## src/stop_ctl_defs.vh

```
// Constants for the stop-mode standby controller.
// Assumes a 100 MHz core clock; included by every design file.
`ifndef STOP_CTL_DEFS_VH
`define STOP_CTL_DEFS_VH

// Register indices on the plain register port
`define ADDR_CTRL 4'h0
`define ADDR_STAT 4'h1
`define ADDR_OSC_STAB_TIME_SELECT 4'h2
`define ADDR_CAUSE 4'h3

// Control register fields
`define CTRL_RL_SOFT_STOP 0
`define CTRL_RL_OSC_OFF 1
`define CTRL_EXT_HS_CLK 2
`define CTRL_UART_TIMER_COUNTER_OUTPUT_CLOCK 3
`define CTRL_TIMER_COUNTER_OUTPUT_CLOCK_RUN 4
`define CTRL_CSI_EXT 5
`define CTRL_IIC_EXT 6
`define CTRL_RESET 8'h00

// Stabilisation select reset value and width
`define OSC_STAB_TIME_SELECT_RESET 3'h5
`define OSC_STAB_TIME_SELECT_W 3

// Release waits in clocks
`define WAIT_VECTOR 5'h11
`define WAIT_SEQ 5'h0B

// Main states
`define ST_RUN 2'h0
`define ST_STOP 2'h1
`define ST_STAB 2'h2
`define ST_WAKE 2'h3

`endif

```

## src/stab_counter.v

```verilog
// Oscillation stabilisation counter.
// Assumes start is a one-cycle pulse; length picked by select.
`timescale 1ns/1ps
`include "stop_ctl_defs.vh"

module stab_counter (
	// Clock and reset
	input wire clk_i,
	input wire rstn_i,
	// Control
	input wire start_i,
	input wire [`OSC_STAB_TIME_SELECT_W-1:0] sel_i,
	// Status
	output reg busy_o,
	output reg done_o
);

reg [15:0] cnt_q;

// Power-of-two lengths from 2^9 up to 2^16; the top one wraps to all ones
function [15:0] stab_len;
	input [`OSC_STAB_TIME_SELECT_W-1:0] s;
	begin
		stab_len = (16'h0200 << s) - 16'h0001;
	end
endfunction

always @(posedge clk_i or negedge rstn_i) begin
	if (!rstn_i) begin
		cnt_q <= 16'h0000;
		busy_o <= 1'b0;
		done_o <= 1'b0;
	end else begin
		done_o <= 1'b0;
		if (start_i) begin
			cnt_q <= stab_len(sel_i);
			busy_o <= 1'b1;
		end else if (busy_o) begin
			if (cnt_q == 16'h0000) begin
				busy_o <= 1'b0;
				done_o <= 1'b1;
			end else begin
				cnt_q <= cnt_q - 16'h0001;
			end
		end
	end
end

endmodule

```

## src/wake_decode.v

```verilog
// Release decision for one maskable request.
// Assumes the flag inputs are steady while the request is raised.
`timescale 1ns/1ps
`include "stop_ctl_defs.vh"

module wake_decode (
	// Request and flags
	input wire req_i,
	input wire mask_i,
	input wire prio_i,
	input wire ie_i,
	input wire isp_i,
	// Decision
	output wire wake_o,
	output wire vector_o
);

// Masked requests never wake; low priority vectors only if in-service allows
assign wake_o = req_i & ~mask_i;
assign vector_o = wake_o & ie_i & (~prio_i | isp_i);

endmodule

```

## src/stop_ctl.v

```verilog
// Stop-mode standby controller: entry, peripheral gating, release.
// Assumes the CPU pulses the stop request for one cycle; reset input
// is the chip reset, which also serves as the reset release path.
//
// Summary of operation
// - Watchdog runs in stop unless low-speed oscillator soft-stop option chosen.
// - Async serial channels run in stop only on running timer 50 output.
// - Clocked serial channel runs in stop only with external serial clock.
// - Two-wire serial runs in stop only on its external clock pin.
// - Stop entry leaves the low-speed oscillator state unchanged.
// - Unmasked request wakes, waits stabilisation, then vectors or continues.
// - Wake wait is 17 clocks when vectoring, 11 clocks otherwise.
// - Reset ends stop and restarts from the reset vector.
// - External high-speed clock input skips the stabilisation wait.
// - Mask 1 holds stop; else vector when enabled and priority permits.
// - Stop accepted only when CPU runs on the main system clock.
// - Pending unmasked request at stop drops to halt, resumes after wait.
//
// The implementer's own choices: the strobed register port and the register offsets.
`timescale 1ns/1ps
`include "stop_ctl_defs.vh"

module stop_ctl (
	// Clock and reset
	input wire CLK_I,
	input wire RSTN_I,
	// Register port
	input wire [3:0] ADDR_I,
	input wire [7:0] WDATA_I,
	input wire WR_I,
	input wire RD_I,
	output reg [7:0] RDATA_O,
	// CPU core
	input wire STOP_REQ_I,
	input wire CPU_ON_MAIN_I,
	output reg CPU_CLK_EN_O,
	output reg RESUME_O,
	output reg VECTOR_O,
	output reg HALT_O,
	output reg STOP_O,
	// Interrupt flag logic
	input wire INT_REQ_I,
	input wire INT_MASK_I,
	input wire INT_PRIO_I,
	input wire INT_IE_I,
	input wire INT_ISP_I,
	// Clock generator and peripheral enables
	output reg MAIN_OSC_EN_O,
	output reg RL_OSC_EN_O,
	output reg WDT_CLK_EN_O,
	output reg UART_A_EN_O,
	output reg UART_B_EN_O,
	output reg CSI_EN_O,
	output reg IIC_EN_O,
	output reg TIMER_EN_O
);

// ----------------------------------------
// Registers
// ----------------------------------------
reg [7:0] ctrl_q;
reg [`OSC_STAB_TIME_SELECT_W-1:0] osc_stab_time_select_q;
reg [1:0] state_q;
reg [1:0] state_d;
reg [4:0] wait_q;
reg vec_q;
reg from_halt_q;
reg [1:0] cause_q;
wire wake;
wire vector;
wire stab_busy;
wire stab_done;
reg stab_start;

// Low-speed oscillator runs unless software stopped it under the option
function rl_running;
	input [7:0] ctrl;
	begin
		rl_running = ~(ctrl[`CTRL_RL_SOFT_STOP] & ctrl[`CTRL_RL_OSC_OFF]);
	end
endfunction

// Async channels survive stop only on a running timer 50 output
function uart_in_stop;
	input [7:0] ctrl;
	begin
		uart_in_stop = ctrl[`CTRL_UART_TIMER_COUNTER_OUTPUT_CLOCK] & ctrl[`CTRL_TIMER_COUNTER_OUTPUT_CLOCK_RUN];
	end
endfunction

wake_decode u_dec (
	.req_i(INT_REQ_I),
	.mask_i(INT_MASK_I),
	.prio_i(INT_PRIO_I),
	.ie_i(INT_IE_I),
	.isp_i(INT_ISP_I),
	.wake_o(wake),
	.vector_o(vector)
);

stab_counter u_stab (
	.clk_i(CLK_I),
	.rstn_i(RSTN_I),
	.start_i(stab_start),
	.sel_i(osc_stab_time_select_q),
	.busy_o(stab_busy),
	.done_o(stab_done)
);

// ----------------------------------------
// Register port
// ----------------------------------------
// Software-chosen oscillator state survives stop untouched
always @(posedge CLK_I or negedge RSTN_I) begin
	if (!RSTN_I) begin
		ctrl_q <= `CTRL_RESET;
		osc_stab_time_select_q <= `OSC_STAB_TIME_SELECT_RESET;
	end else if (WR_I) begin
		case (ADDR_I)
			`ADDR_CTRL: begin
				ctrl_q <= WDATA_I;
			end
			`ADDR_OSC_STAB_TIME_SELECT: begin
				osc_stab_time_select_q <= WDATA_I[`OSC_STAB_TIME_SELECT_W-1:0];
			end
			default: begin
			end
		endcase
	end
end

always @(posedge CLK_I or negedge RSTN_I) begin
	if (!RSTN_I) begin
		RDATA_O <= 8'h00;
	end else if (RD_I) begin
		case (ADDR_I)
			`ADDR_CTRL: RDATA_O <= ctrl_q;
			`ADDR_STAT: RDATA_O <= {4'h0, stab_busy, from_halt_q, state_q};
			`ADDR_OSC_STAB_TIME_SELECT: RDATA_O <= {5'h00, osc_stab_time_select_q};
			`ADDR_CAUSE: RDATA_O <= {6'h00, cause_q};
			default: RDATA_O <= 8'h00;
		endcase
	end else begin
		RDATA_O <= 8'h00;
	end
end

// ----------------------------------------
// Sequencer
// ----------------------------------------
always @* begin
	state_d = state_q;
	stab_start = 1'b0;
	case (state_q)
		`ST_RUN: begin
			if (STOP_REQ_I && CPU_ON_MAIN_I) begin
				if (wake) begin
					// Pending request: halt then wait as after stop
					state_d = `ST_STAB;
					stab_start = ~ctrl_q[`CTRL_EXT_HS_CLK];
				end else begin
					state_d = `ST_STOP;
				end
			end
		end
		`ST_STOP: begin
			if (wake) begin
				state_d = `ST_STAB;
				stab_start = ~ctrl_q[`CTRL_EXT_HS_CLK];
			end
		end
		`ST_STAB: begin
			if (ctrl_q[`CTRL_EXT_HS_CLK] || stab_done) begin
				state_d = `ST_WAKE;
			end
		end
		`ST_WAKE: begin
			if (wait_q == 5'h01) begin
				state_d = `ST_RUN;
			end
		end
		default: begin
			state_d = `ST_RUN;
		end
	endcase
end

// Reset releases stop through the asynchronous clear
always @(posedge CLK_I or negedge RSTN_I) begin
	if (!RSTN_I) begin
		state_q <= `ST_RUN;
		wait_q <= 5'h00;
		vec_q <= 1'b0;
		from_halt_q <= 1'b0;
		cause_q <= 2'h0;
	end else begin
		state_q <= state_d;
		if (state_q == `ST_RUN && state_d == `ST_STAB) begin
			from_halt_q <= 1'b1;
		end else if (state_q == `ST_RUN && state_d == `ST_STOP) begin
			from_halt_q <= 1'b0;
		end
		if (state_q != `ST_STAB && state_d == `ST_STAB) begin
			vec_q <= vector;
		end
		if (state_q == `ST_STAB && state_d == `ST_WAKE) begin
			// Wake wait covers the fixed CPU restart latency
			wait_q <= vec_q ? `WAIT_VECTOR : `WAIT_SEQ;
		end else if (wait_q != 5'h00) begin
			wait_q <= wait_q - 5'h01;
		end
		if (state_q == `ST_WAKE && state_d == `ST_RUN) begin
			cause_q <= {1'b1, vec_q};
		end
	end
end

// ----------------------------------------
// Outputs
// ----------------------------------------
always @(posedge CLK_I or negedge RSTN_I) begin
	if (!RSTN_I) begin
		CPU_CLK_EN_O <= 1'b1;
		RESUME_O <= 1'b0;
		VECTOR_O <= 1'b0;
		HALT_O <= 1'b0;
		STOP_O <= 1'b0;
		MAIN_OSC_EN_O <= 1'b1;
		RL_OSC_EN_O <= 1'b1;
		WDT_CLK_EN_O <= 1'b1;
		UART_A_EN_O <= 1'b1;
		UART_B_EN_O <= 1'b1;
		CSI_EN_O <= 1'b1;
		IIC_EN_O <= 1'b1;
		TIMER_EN_O <= 1'b1;
	end else begin
		CPU_CLK_EN_O <= (state_d == `ST_RUN);
		RESUME_O <= (state_q == `ST_WAKE && state_d == `ST_RUN);
		VECTOR_O <= (state_q == `ST_WAKE && state_d == `ST_RUN) && vec_q;
		HALT_O <= (state_d == `ST_STAB || state_d == `ST_WAKE) && (from_halt_q || state_q == `ST_RUN);
		STOP_O <= (state_d == `ST_STOP);
		// Main oscillator held off until the wake request
		MAIN_OSC_EN_O <= (state_d != `ST_STOP);
		// Low-speed oscillator follows software only, never the stop state
		RL_OSC_EN_O <= rl_running(ctrl_q);
		if (state_d == `ST_STOP) begin
			WDT_CLK_EN_O <= ~ctrl_q[`CTRL_RL_SOFT_STOP];
			UART_A_EN_O <= uart_in_stop(ctrl_q);
			UART_B_EN_O <= uart_in_stop(ctrl_q);
			CSI_EN_O <= ctrl_q[`CTRL_CSI_EXT];
			IIC_EN_O <= ctrl_q[`CTRL_IIC_EXT];
			TIMER_EN_O <= 1'b0;
		end else begin
			WDT_CLK_EN_O <= rl_running(ctrl_q);
			UART_A_EN_O <= 1'b1;
			UART_B_EN_O <= 1'b1;
			CSI_EN_O <= 1'b1;
			IIC_EN_O <= 1'b1;
			TIMER_EN_O <= 1'b1;
		end
	end
end

endmodule

```

## config.mk

```make
export PLATFORM = sky130hd
export DESIGN_NAME = stop_ctl
export DESIGN_NICKNAME = d
export VERILOG_FILES = /design/src/stab_counter.v /design/src/wake_decode.v /design/src/stop_ctl.v
export VERILOG_INCLUDE_DIRS = /design/src
export SDC_FILE = /design/constraint.sdc
export NUM_CORES = 1
export LEC_CHECK = 0
export BUFFER_PORTS_ARGS = -buffer_cell sky130_fd_sc_hd__buf_2
export CORE_MARGIN = 4
export CORE_UTILIZATION = 35
export DETAILED_ROUTE_END_ITERATION = 8
export GPL_TIMING_DRIVEN = 0
export PLACE_DENSITY = 0.59
export SETUP_SLACK_MARGIN = 0.15
export SLEW_MARGIN = 20
export SYNTH_ARGS = -nofsm -noshare
export SYNTH_HDL_FRONTEND = slang
export SYNTH_SLANG_ARGS = --single-unit
export TNS_END_PERCENT = 100
```

## constraint.sdc

```tcl
create_clock -name CLK_I -period 5.7 [get_ports CLK_I]
set_input_delay 1.14 -clock CLK_I [delete_from_list [all_inputs] [get_ports CLK_I]]
set_output_delay 1.14 -clock CLK_I [all_outputs]
set_load 0.02 [all_outputs]
```

---- Word level (Yosys, flattened, before mapping) ----
Index checks and enable logic that the tools add are counted.
cells by class
  add/sub/neg operators ................... 3
  equal/unequal tests ..................... 13
  shift-type cells ........................ 1
  multiplexer cells ....................... 30
  bitwise gates (word level) .............. 11
  reduce and logical (&&, ||, !) cells .... 22
operators by type and width
  cell                     count
  $mux W16                 3
  $pmux W8 S4              1
  $sub A16 B1 Y16 const B  2
  $logic_not A16 Y1        1
  $shl A10 B3 Y16 const A  1
  $mux W1                  15
  $mux W5                  3
  $mux W2                  5
  $eq A2 B2 Y1 const B     4
  $eq A4 B2 Y1 const B     2
  $logic_and A1 B1 Y1      8
  $mux W8                  1
  $pmux W2 S4              1
  $reduce_and A2 Y1        3
  $reduce_bool A2 Y1       3
  $and A1 B1 Y1            5
  $eq A5 B1 Y1 const B     1
  $not A1 Y1               5
  $reduce_bool A5 Y1       1
  $sub A5 B1 Y5 const B    1
  $eq A2 B1 Y1 const B     2
  $eq A4 B1 Y1 const B     1
  $logic_not A2 Y1         2
  $logic_not A4 Y1         1
  other kinds (5)          8
storage, ports and cells
  register bits after elaboration ......... 60
  input bits .............................. 23
  output and inout bits ................... 21
  word-level logic and storage cells ...... 103

---- Logic depth before layout (Yosys ltp) ----
Gate-level depths: netlist of the first run.
  word-level depth ........................ 9
  gate-level depth with buffers ........... 10
  mapped depth without buffers ............ 8

---- By module ----
From an unflattened synthesis of the first run, not the netlist that was laid out.
second synthesis, totals
  cells, all modules ...................... 276
  area total of the unflattened synthesis .. 3045.4 µm²
modules (own cells, without submodules)
  module        times used  cells each  area each (µm²)  seq. area each (µm²)
  stop_ctl      1           133         1741.7           1037.2
  stab_counter  1           140         1277.5           450.4
  wake_decode   1           3           26.3             0.0

---- Worst setup path before layout of the first run ----
Ideal clock, no wire load.
  path kind ............................... in2reg
  start point ............................. input port STOP_REQ_I
  end point ............................... register u_stab.cnt_q[10]
  library setup time ...................... 0.131 ns
  arrival time ............................ 3.219 ns
  required time ........................... 5.569 ns
  slack ................................... 2.349 ns
  cell stages on the path ................. 10
  path buffers ............................ 2
  cell sequence ........................... a21oi_1 or4_1 buf_2 buf_1 nand2_1 ha_1 nand2_1 a31oi_1 a21oi_1 or3_1
on the way
  word-level cells in the longest chain between the ends .. 5
  elaborated cells between the ends (all ways) .. 7
  those cells by class .................... eq/ne: 1; mux: 3; reduce/logical: 3
ends and longest elaborated chain
  what                                                                 RTL line           RTL
  start, declared                                                      stop_ctl.v:34      input wire STOP_REQ_I,
  $logic_and A1 B1 Y1 *                                                stop_ctl.v:156     if (STOP_REQ_I && CPU_ON_MAIN_I) begin
  $mux W1 *                                                            stop_ctl.v:156
  $pmux W1 S2 *                                                        stop_ctl.v:154     case (state_q)
  $ne A2 B2 Y1 (no source line) or $reduce_bool A2 Y1 (tied branches)  -
  $reduce_and A2 Y1 (no source line)                                   -
  end signal, assigned                                                 stab_counter.v:36  cnt_q <= stab_len(sel_i);
  end signal, assigned                                                 stab_counter.v:43  cnt_q <= cnt_q - 16'h0001;
  end, declared                                                        stab_counter.v:18  reg [15:0] cnt_q;
Every way passes the cells marked *; elsewhere a longest branch is shown, timed or not.
A chain may end at the register's enable or synchronous reset.

---- Final worst setup path of the first run ----
  start point ............................. input port CPU_ON_MAIN_I
  end point ............................... register u_stab.cnt_q[10]
on the way
  word-level cells in the longest chain between the ends .. 5
  elaborated cells between the ends (all ways) .. 7
  those cells by class .................... eq/ne: 1; mux: 3; reduce/logical: 3
ends and longest elaborated chain
  what                                                                 RTL line        RTL
  start, declared                                                      stop_ctl.v:35   input wire CPU_ON_MAIN_I,
  $logic_and A1 B1 Y1 *                                                stop_ctl.v:156
  $mux W1 *                                                            stop_ctl.v:156
  $pmux W1 S2 *                                                        stop_ctl.v:154
  $ne A2 B2 Y1 (no source line) or $reduce_bool A2 Y1 (tied branches)  -
  $reduce_and A2 Y1 (no source line)                                   -
Marks and branches as above.

==> out/summary.txt, run 1 <==
fin crit share = 64.5%
CTS Buf Count = 9
Final Total Pwr = 1.03 mW
mux cell area share after synthesis = 9.38%
crit-path max FO = 10
Hold Crit Depth = 1
1st-pass router iterations = 4
num ports = 44
layout cells sized above 1 = 29.3%
Synth area leader = dfrtp_1
post-synthesis adder-cell area fraction = 1.79%
CTS H-Tree Depth = 3
Critical R2R Capture = u_stab.cnt_q[10]
initial core utilization = 36.1%
largest family of logic cells by synthesized area = simple AND/OR/NAND/NOR gates
worst endpoint required time = 5.93 ns
CP Capture Type = flop
syn nets = 291
core area = 7770 µm²
largest net degree at the start of global routing = 60
hold crit path type = flop to flop
Synth Area in Compound Gates = 10.2%
Netlist cell types = 46
Die Y = 97.5 µm
All-Layer GR Usage = 13.6%
register area share after synthesis = 53.1%
clock-pin slew of the registers on the worst-case setup and hold paths = 0.07 ns
DRC violations left = 0
min Tclk post-route = 3.67 ns
Synth Area in Simple Gates = 20.0%
Post-synth EDFFs = 0
mean area per synthesized cell = 10.6 µm²
area of the multi-input gates = 1230 µm²
arrival time at the worst endpoint = 3.90 ns
Reg2Reg Launch Point = state_q[1]
Power Dens Cells = 303 nW/µm²
Switching Share = 23.5%
placement-stage worst setup slack = 1.73 ns
CTS resizes = 0
P_int = 0.785 mW
Static Leak = 1.48 nW
Post-DRT Antenna Nets = 0
register area = 1490 µm²
Slew headroom = 46.3%
Comb power frac = 8.1%
Total Routed Length = 6010 µm
Top FF cell, synth = dfrtp_1
clk_lat worst skew = 0.35 ns
Worst-Margin Slew = 0.799 ns
Vias/cell = 5.00
final setup fails = 0
CTS tree = done
gpl congestion = 0.793
DR iter-0 viols = 103
Post-Syn Area = 2800 µm²
startpoint types = input port
outcome = finished clean
first-pass GRT wire length = 10500 µm
Hold Violations, Final = 0
vias in the first global route = 2123
Crit Path Class = input port to flop
reg2reg path depth = 10
num rows = 32
Synth Warn # = 0
# hold bufs at CTS = 0
clock tree buffer depth = 2
Final Slew Violations = 0
Nets = 343
maximum vdd ir drop = 0.113 mV
Synth async-reset ratio = 100%
dpl hpwl = 4110 µm
CTS root buf = clkbuf_8
Worst Setup SP = CPU_ON_MAIN_I
antenna violations before repair = 0
DR WL/cell = 14.2 µm
via count = 2113
post-synthesis register bit count = 59
Synth top area share = 44.6%
setup TNS = 0 ns
skew final = 0.0102 ns
clk sinks = 59
grt ovf = 0
top cells by area, synth = dfrtp_1 (45%), dfstp_2 (8.4%), mux2_2 (5.6%), nand2_1 (4.2%), nor3_1 (2.5%)
fillcell total = 743
Seq pwr share = 44.9%
RSZ-0062 raised after global routing = no
Min-Delay Endpoint = RL_OSC_EN_O
Psw = 0.241 mW
worst reg-to-reg setup slack = 2.41 ns
Die X = 97.5 µm
Mapped Cells = 264
HP Start = ctrl_q[0]
Area Growth Syn to Fin = 20.8%
# Max-Cap Violations = 0
Post-Synth XOR/XNOR Area = 2.50%
final setup margin = 2.03 ns
Clk pwr share = 47.0%
Buffers on Ports = 41
diode count = 0
Peak Freq = 0.272 GHz
# Post-CTS Setup Buffers = 0
Die ar. = 9500 µm²
[worst max-delay path, cell delays in order]
cell and delay [ns]:
buf_2 0.10, a21oi_1 0.10, or4_1 0.56, buf_2 0.24, buf_1 0.29, nand2_1 0.16
ha_1 0.29, nand2_1 0.08, a31oi_1 0.45, a21oi_1 0.11, or3_1 0.38
[final cells by class]
class                           count  area share, %
Sequential cell                    59           43.9
Buffer                             14           1.81
Clock inverter                      6           3.29
Clock buffer                       10           4.06
Multi-Input combinational cell    184           36.2
Tap cell                          102           3.77
Timing Repair Buffer               41           6.13
Inverter                            7          0.776
[worst max path at each step]
| stage | slack [ns] | cells past startpoint | to |
|---|---|---|---|
| global placement | 1.75 | 11 | u_stab.cnt_q[10] |
| floorplan | 2.35 | 10 | u_stab.cnt_q[10] |
| global route | 1.89 | 11 | u_stab.cnt_q[10] |
| finish | 2.03 | 11 | u_stab.cnt_q[10] |
| CTS | 2.09 | 11 | u_stab.cnt_q[10] |
| detailed placement | 1.73 | 11 | u_stab.cnt_q[10] |
[cells in the mapped netlist, types with 2 or more instances]
master and count:
dfrtp_1 50, clkbuf_1 10, nand3_1 8, buf_4 2, and3_1 3, nand2b_1 4
dfstp_2 9, nor4_1 4, xnor2_1 6, o211ai_1 2, or2_2 2, o21ai_0 12
or4_4 2, a211oi_1 3, ha_1 4, and2_1 7, a21oi_1 13, nand4_1 2
inv_1 7, a31oi_1 4, nand2_1 31, mux4_2 2, xor2_1 2, nor2_1 17
nor3_1 14, or3_1 4, or4_1 3, mux2i_1 6, mux2_2 14
[power by group through the flow]
stage | Sequential (mW) | Clock (mW) | Combinational (mW)
final | 0.460 | 0.483 | 0.0832
after global routing | 0.464 | 0.514 | 0.0940
after CTS | 0.460 | 0.490 | 0.0851
after detailed placement | 0.468 | 0 | 0.0841
after global placement | 0.467 | 0 | 0.0823
after floorplan | 0.469 | 0 | 0.0475
[sequential cells by signal, indices dropped and copies added, names as in the netlist, 2 cells and up]
signal / flops
state_q: 2
u_stab.cnt_q: 16
RDATA_O: 8
ctrl_q: 8
wait_q: 5
cause_q: 2
osc_stab_time_select_q: 3
[placed cells by master (no fill, tap or decap), types with 2 or more instances in the layout]
| cell | Yosys | layout |
|---|---|---|
| and3_1 | 3 | 3 |
| xor2_1 | 2 | 2 |
| xnor2_1 | 6 | 6 |
| buf_2 | 1 | 41 |
| nor3_1 | 14 | 14 |
| nor4_1 | 4 | 4 |
| nand3_1 | 8 | 8 |
| a21oi_1 | 13 | 13 |
| mux2i_1 | 6 | 6 |
| ha_1 | 4 | 4 |
| or4_4 | 2 | 2 |
| o211ai_1 | 2 | 2 |
| mux4_2 | 2 | 2 |
| bufinv_16 | 0 | 3 |
| o21ai_0 | 12 | 12 |
| and2_1 | 7 | 7 |
| nand2_1 | 31 | 31 |
| or2_2 | 2 | 2 |
| or3_1 | 4 | 4 |
| or4_1 | 3 | 3 |
| a211oi_1 | 3 | 3 |
| clkbuf_1 | 10 | 10 |
| mux2_2 | 14 | 14 |
| a31oi_1 | 4 | 4 |
| dfstp_2 | 9 | 9 |
| dfrtp_1 | 50 | 50 |
| buf_4 | 2 | 3 |
| clkbuf_8 | 0 | 10 |
| nand2b_1 | 4 | 4 |
| nand4_1 | 2 | 2 |
| nor2_1 | 17 | 17 |
| inv_1 | 7 | 7 |
[kinds of logic after synthesis]
kind of cell	Yosys count
and+or+nand+nor	107
DFF	59
AOI/OAI and AO/OA	43
muxes	22
buffers and inverters	21
xor gates and xnor gates	8
adders and majority gates	4
[metal layers]
| layer | track usage [%] | part of all wire [%] | vias up |
|---|---|---|---|
| met5 | 0 | 0 | - |
| met4 | 4.47 | 1.2 | 0 |
| met3 | 4.67 | 6.1 | 10 |
| met2 | 20.1 | 46 | 53 |
| met1 | 18.6 | 46 | 1005 |
| li1 | - | - | 1045 |
[through the flow]
step / instance area [µm²] / utilization [%] / instances / hold WS, ns
3_5_place_dp: 3140 / 40.4 / 407 / 0.439
2_1_floorplan: 2800 / - / 264 / 0.399
3_3_place_gp: 3140 / 40.4 / 407 / 0.439
4_1_cts: 3390 / 43.6 / 423 / 0.454
5_1_grt: 3390 / 43.6 / 423 / 0.487
6_report: 3390 / 43.6 / 423 / 0.452
No activity file was read; power rests on OpenSTA's default activity.
==> inputs of run 2 (changes only) <==
- PLACE_DENSITY: 0.59 -> 0.61
- clock period: 5.7 -> 3 ns (I/O delays scaled with it)
==> run 2 against run 1 <==
Net effect: sequential power grew 90%; hold slack lost 0.13 ns; sequential share of layout area shrank 0.41 points.
==> out/summary.txt, run 2 (same netlist as run 1, synthesis figures left out) <==
CTS tree = done
RSZ-0062 raised after global routing = no
Vias/cell = 5.05 (+1.2%)
CP Capture Type = flop
outcome = finished clean
Peak Freq = 0.371 GHz
hold crit path type = input port to asynchronous set/reset pin
Largest register FFs = 16 (unchanged)
diode count = 0 (unchanged)
initial core utilization = 36.1% (unchanged)
Reg2Reg Launch Point = state_q[1]
Buffers on Ports = 41 (unchanged)
Hold Violations, Final = 0 (unchanged)
layout cells sized above 1 = 32.2% (+2.9 points)
Finished Layout Cells = 425 (+0.47%)
grt ovf = 0 (unchanged)
1st-pass router iterations = 4 (unchanged)
placement-stage worst setup slack = -0.423 ns (-2.15 ns)
All-Layer GR Usage = 13.1% (-0.45 points)
worst reg-to-reg setup slack = 0.31 ns (-2.10 ns)
most common cell after layout, fill and taps aside = dfrtp_1
Final Slew Violations = 0 (unchanged)
final setup fails = 0 (unchanged)
final setup margin = 0.307 ns (-1.72 ns)
clock-pin slew of the registers on the worst-case setup and hold paths = 0.07 ns (about the same)
CTS root buf = clkbuf_8
crit-path max FO = 10 (unchanged)
Reg with most FFs = u_stab.cnt_q
fin crit share = 89.8%
largest registers = u_stab.cnt_q x16, RDATA_O x8, ctrl_q x8
reg2reg path depth = 10 (unchanged)
DR iter-0 viols = 72 (-30%)
Die X = 97.5 µm (unchanged)
Area Growth Syn to Fin = 22.1%
Total Routed Length = 5940 µm (-1.1%)
Nets = 345 (+0.58%)
vias in the first global route = 2146 (+1.1%)
via count = 2148 (+1.7%)
num ports = 44 (unchanged)
largest net degree at the start of global routing = 60 (unchanged)
worst endpoint required time = 3.22 ns (-2.71 ns)
antenna violations before repair = 0 (unchanged)
clk sinks = 59 (unchanged)
CTS Buf Count = 9 (unchanged)
# Max-Cap Violations = 0 (unchanged)
clk_lat worst skew = 0.34 ns (about the same)
Post-DRT Antenna Nets = 0 (unchanged)
CTS H-Tree Depth = 3 (unchanged)
Worst-Margin Slew = 0.864 ns (+0.0651 ns)
most frequent cells in the layout = dfrtp_1 (49), buf_2 (40), nand2_1 (31)
gpl congestion = 0.775 (-2.3%)
Die ar. = 9500 µm² (unchanged)
core area = 7770 µm² (unchanged)
Power Dens Cells = 535 nW/µm² (+77%)
Slew headroom = 41.9% (-4.4 points)
clock tree buffer depth = 2 (unchanged)
Die Y = 97.5 µm (unchanged)
Hold WS = 0.325 ns (-0.126 ns)
Crit Path Class = flop to flop
first-pass GRT wire length = 10100 µm (-3.8%)
arrival time at the worst endpoint = 2.91 ns (-0.99 ns)
min Tclk post-route = 2.69 ns
# hold bufs at CTS = 0 (unchanged)
startpoint types = flop
DRC violations left = 0 (unchanged)
Static Leak = 1.49 nW (+1.0%)
skew final = 0.0110 ns (+0.000761 ns)
Critical R2R Capture = u_stab.cnt_q[10]
dpl hpwl = 4240 µm (+3.1%)
num rows = 32 (unchanged)
dpl cells = 407 (unchanged)
DR WL/cell = 14.0 µm (-1.6%)
maximum vdd ir drop = 0.215 mV (+90%)
-- run 2: cell count changes in the layout (fill, tap and decap cells not counted), sizes merged --
cell,previous run,this run
clkinv,1,4
clkinvlp,1,0
bufinv,3,2
buf,45,46
-- run 2: how the worst max path moves through the flow --
stage                            end  slack, ns        from
floorplan           u_stab.cnt_q[10]       0.19  STOP_REQ_I
global placement    u_stab.cnt_q[10]      -0.41  STOP_REQ_I
detailed placement  u_stab.cnt_q[10]      -0.42  STOP_REQ_I
CTS                 u_stab.cnt_q[10]       0.17  state_q[1]
global route        u_stab.cnt_q[10]       0.16  state_q[1]
finish              u_stab.cnt_q[10]       0.31  state_q[1]
-- run 2: through the flow --
| step | area, µm² | setup TNS, ns | power [mW] | utilization, % |
|---|---|---|---|---|
| final | 3420 | 0 | 1.83 | 44.1 |
| after global routing | 3420 | 0 | 1.91 | 44.1 |
| after CTS | 3380 | 0 | 1.86 | 43.6 |
| after detailed placement | 3140 | -1.42 | 1.05 | 40.4 |
| after global placement | 3140 | -1.41 | 1.04 | 40.4 |
| after floorplan | 2800 | 0 | 0.982 | - |
-- run 2: cell type report --
class,count,area (µm²)
plain buffers,14,70.1
clock buffers,9,124
inverters,7,26.3
repair buffers,43,223
clock inverters,7,100
fillers,771,4350
multi-input cells,184,1260
well taps,102,128
flip-flops and latches,59,1490
-- run 2: worst max-delay path: stages, from the launching register on --
cell and delay [ns]:
dfrtp_1 0.36, clkbuf_2 0.17, or4_4 0.57, clkbuf_4 0.22, buf_4 0.20, nand2_1 0.13
ha_4 0.19, nand2_1 0.09, a31oi_4 0.21, a21oi_1 0.08, or3_1 0.36
-- run 2: routing by layer --
layer	wire (µm)	vias up	GRT usage (%)	share of wire [%]
li1	-	1051	-	-
met3	302	8	3.73	5.1
met1	2600	1043	16.0	44
met5	0	-	0	0
met4	79	0	5.43	1.3
met2	2950	46	21.8	50
-- run 2: power by group --
group	switching [mW]	internal (mW)
logic	0.0861	0.0695
clock network	0.328	0.473
registers	0.0281	0.847
-- run 2: repair_timing --
action                     CTS  global route
gates resized for setup      5            10
setup endpoints to repair    7             6
setup buffers                0             2
==> inputs of run 3 (changes only) <==
- clock period: 3 -> 2.34 ns (I/O delays scaled with it)
==> run 3 against run 2 <==
Net effect: core utilization rose by 2.2 points; critical path type unchanged; via count up 2.2%; sequential share of layout area decreased by 2.1 points.
==> out/summary.txt, run 3 (same netlist as run 1, synthesis figures left out) <==
antenna violations before repair = 0 (unchanged)
num ports = 44 (unchanged)
dpl cells = 407 (unchanged)
Nets = 356 (+3.2%)
CTS tree = done
CP Capture Type = flop
final setup fails = 0 (unchanged)
DR iter-0 viols = 91 (+26%)
core area = 7770 µm² (unchanged)
Seq pwr share = 47.1% (-0.7 points)
most common cell after layout, fill and taps aside = dfrtp_1
Area Growth Syn to Fin = 28.3%
first-pass GRT wire length = 10700 µm (+5.7%)
dpl hpwl = 4250 µm (+0.26%)
initial core utilization = 36.1% (unchanged)
P_int = 1.80 mW (+30%)
Psw = 0.576 mW (+30%)
Buffers on Ports = 41 (unchanged)
grt ovf = 0 (unchanged)
DR WL/cell = 14.3 µm (+2.6%)
largest net degree at the start of global routing = 60 (unchanged)
Hold Violations, Final = 0 (unchanged)
diode count = 0 (unchanged)
vias in the first global route = 2198 (+2.4%)
fin crit share = 97.7% (+8.0 points)
clock tree buffer depth = 2 (unchanged)
Die X = 97.5 µm (unchanged)
1st-pass router iterations = 4 (unchanged)
# Max-Cap Violations = 0 (unchanged)
Power Dens Cells = 662 nW/µm² (+24%)
Clk pwr share = 44.2% (+0.5 points)
fin area = 3600 µm² (+5.1%)
maximum vdd ir drop = 0.251 mV (+17%)
Reg2Reg Launch Point = state_q[1]
Crit Path Class = flop to flop
CTS Buf Count = 9 (unchanged)
Switching Share = 24.2% (+0.067 points)
Vias/cell = 5.04 (-0.34%)
Final Total Pwr = 2.38 mW (+30%)
Util after Layout = 46.3% (+2.2 points)
placement-stage worst setup slack = -0.334 ns (+0.0885 ns)
placed cell areas = 3210 µm² (+2.4%)
Hold WS = 0.185 ns (-0.140 ns)
Die ar. = 9500 µm² (unchanged)
Worst-Margin Slew = 0.804 ns (-0.0605 ns)
largest registers = u_stab.cnt_q x16, RDATA_O x8, ctrl_q x8
crit-path max FO = 4 (-6)
Die Y = 97.5 µm (unchanged)
setup TNS = 0 ns (unchanged)
startpoint types = flop
outcome = finished clean
DRC violations left = 0 (unchanged)
Total Routed Length = 6250 µm (+5.3%)
Worst Setup SP = state_q[1]
CTS H-Tree Depth = 3 (unchanged)
clock-pin slew of the registers on the worst-case setup and hold paths = 0.07 ns (about the same)
Slew headroom = 46.0% (+4.1 points)
worst endpoint required time = 2.55 ns (-0.67 ns)
clk_lat worst skew = 0.34 ns (about the same)
hold crit path type = input port to asynchronous set/reset pin
Comb power frac = 8.7% (+0.2 points)
Final Slew Violations = 0 (unchanged)
All-Layer GR Usage = 13.9% (+0.73 points)
skew final = 0.00764 ns (-0.00332 ns)
most frequent cells in the layout = dfrtp_1 (49), buf_2 (40), nand2_1 (28)
CTS root buf = clkbuf_8
Reg with most FFs = u_stab.cnt_q
gpl congestion = 0.791 (+2.1%)
arrival time at the worst endpoint = 2.50 ns (-0.41 ns)
Peak Freq = 0.437 GHz (+18%)
Post-DRT Antenna Nets = 0 (unchanged)
final setup margin = 0.0529 ns (-0.254 ns)
num rows = 32 (unchanged)
Largest register FFs = 16 (unchanged)
via count = 2196 (+2.2%)
Static Leak = 1.57 nW (+5.4%)
layout cells sized above 1 = 36.5% (+4.3 points)
Finished Layout Cells = 436 (+2.6%)
RSZ-0062 raised after global routing = yes
clk sinks = 59 (unchanged)
min Tclk post-route = 2.29 ns (-0.406 ns)
## run 3: cell count changes in the layout (fill, tap and decap cells not counted), moves of 2 or more
cell	previous run	this run
nand2_1	31	28
nand2_4	0	4
clkinvlp_4	0	2
buf_6	0	3
clkinv_4	3	1
clkbuf_8	9	11
buf_4	6	14
## run 3: final timing paths
check / to / slack [ns] / depth (start not counted)
max reg2reg: u_stab.cnt_q[10] / 0.05 / 10
min in group CLK_I: ctrl_q[7] / 0.36 / 2
min reg2reg: RL_OSC_EN_O / 0.46 / 1
min: u_stab.cnt_q[6] / 0.19 / 1
max in group asynchronous: state_q[0] / 1.61 / 1
max: u_stab.cnt_q[10] / 0.05 / 10
## run 3: power groups by stage
stage               clock network [mW]  logic [mW]  registers (mW)
floorplan                            0       0.117            1.14
finish                            1.05       0.207            1.12
detailed placement                   0       0.207            1.14
CTS                               1.08       0.209            1.12
global route                      1.12       0.230            1.13
global placement                     0       0.201            1.14
## run 3: timing repair
item,in CTS,in global routing
pin swaps,8,11
gates resized for setup,12,8
gates cloned,0,0
hold buffers,0,0
buffers inserted,11,2
endpoints found under the setup margin,9,8
## run 3: metal layers
metal / share of wire [%] / track usage [%] / vias up
met2: 48 / 22.4 / 42
li1: - / - / 1066
met3: 4.1 / 3.52 / 10
met5: 0 / 0 / -
met1: 47 / 17.7 / 1078
met4: 1.3 / 5.75 / 0
## run 3: cell type report
| cell class | instances | area, µm² |
|---|---|---|
| sequential | 59 | 1490 |
| timing repair buffer | 54 | 313 |
| multi-input combinational | 184 | 1310 |
| buffer | 14 | 106 |
| clock buffer | 10 | 138 |
| inverter | 7 | 26.3 |
| tap | 102 | 128 |
| fill | 727 | 4170 |
| clock inverter | 6 | 88.8 |
## run 3: worst max-delay path, stage by stage, from the launching register on
cell	delay (ns)
dfrtp_1	0.37
clkbuf_8	0.14
or4_4	0.49
buf_8	0.14
buf_12	0.12
nand2_4	0.06
ha_4	0.17
nand2_4	0.05
a31oi_4	0.18
a21oi_1	0.09
or3_1	0.34
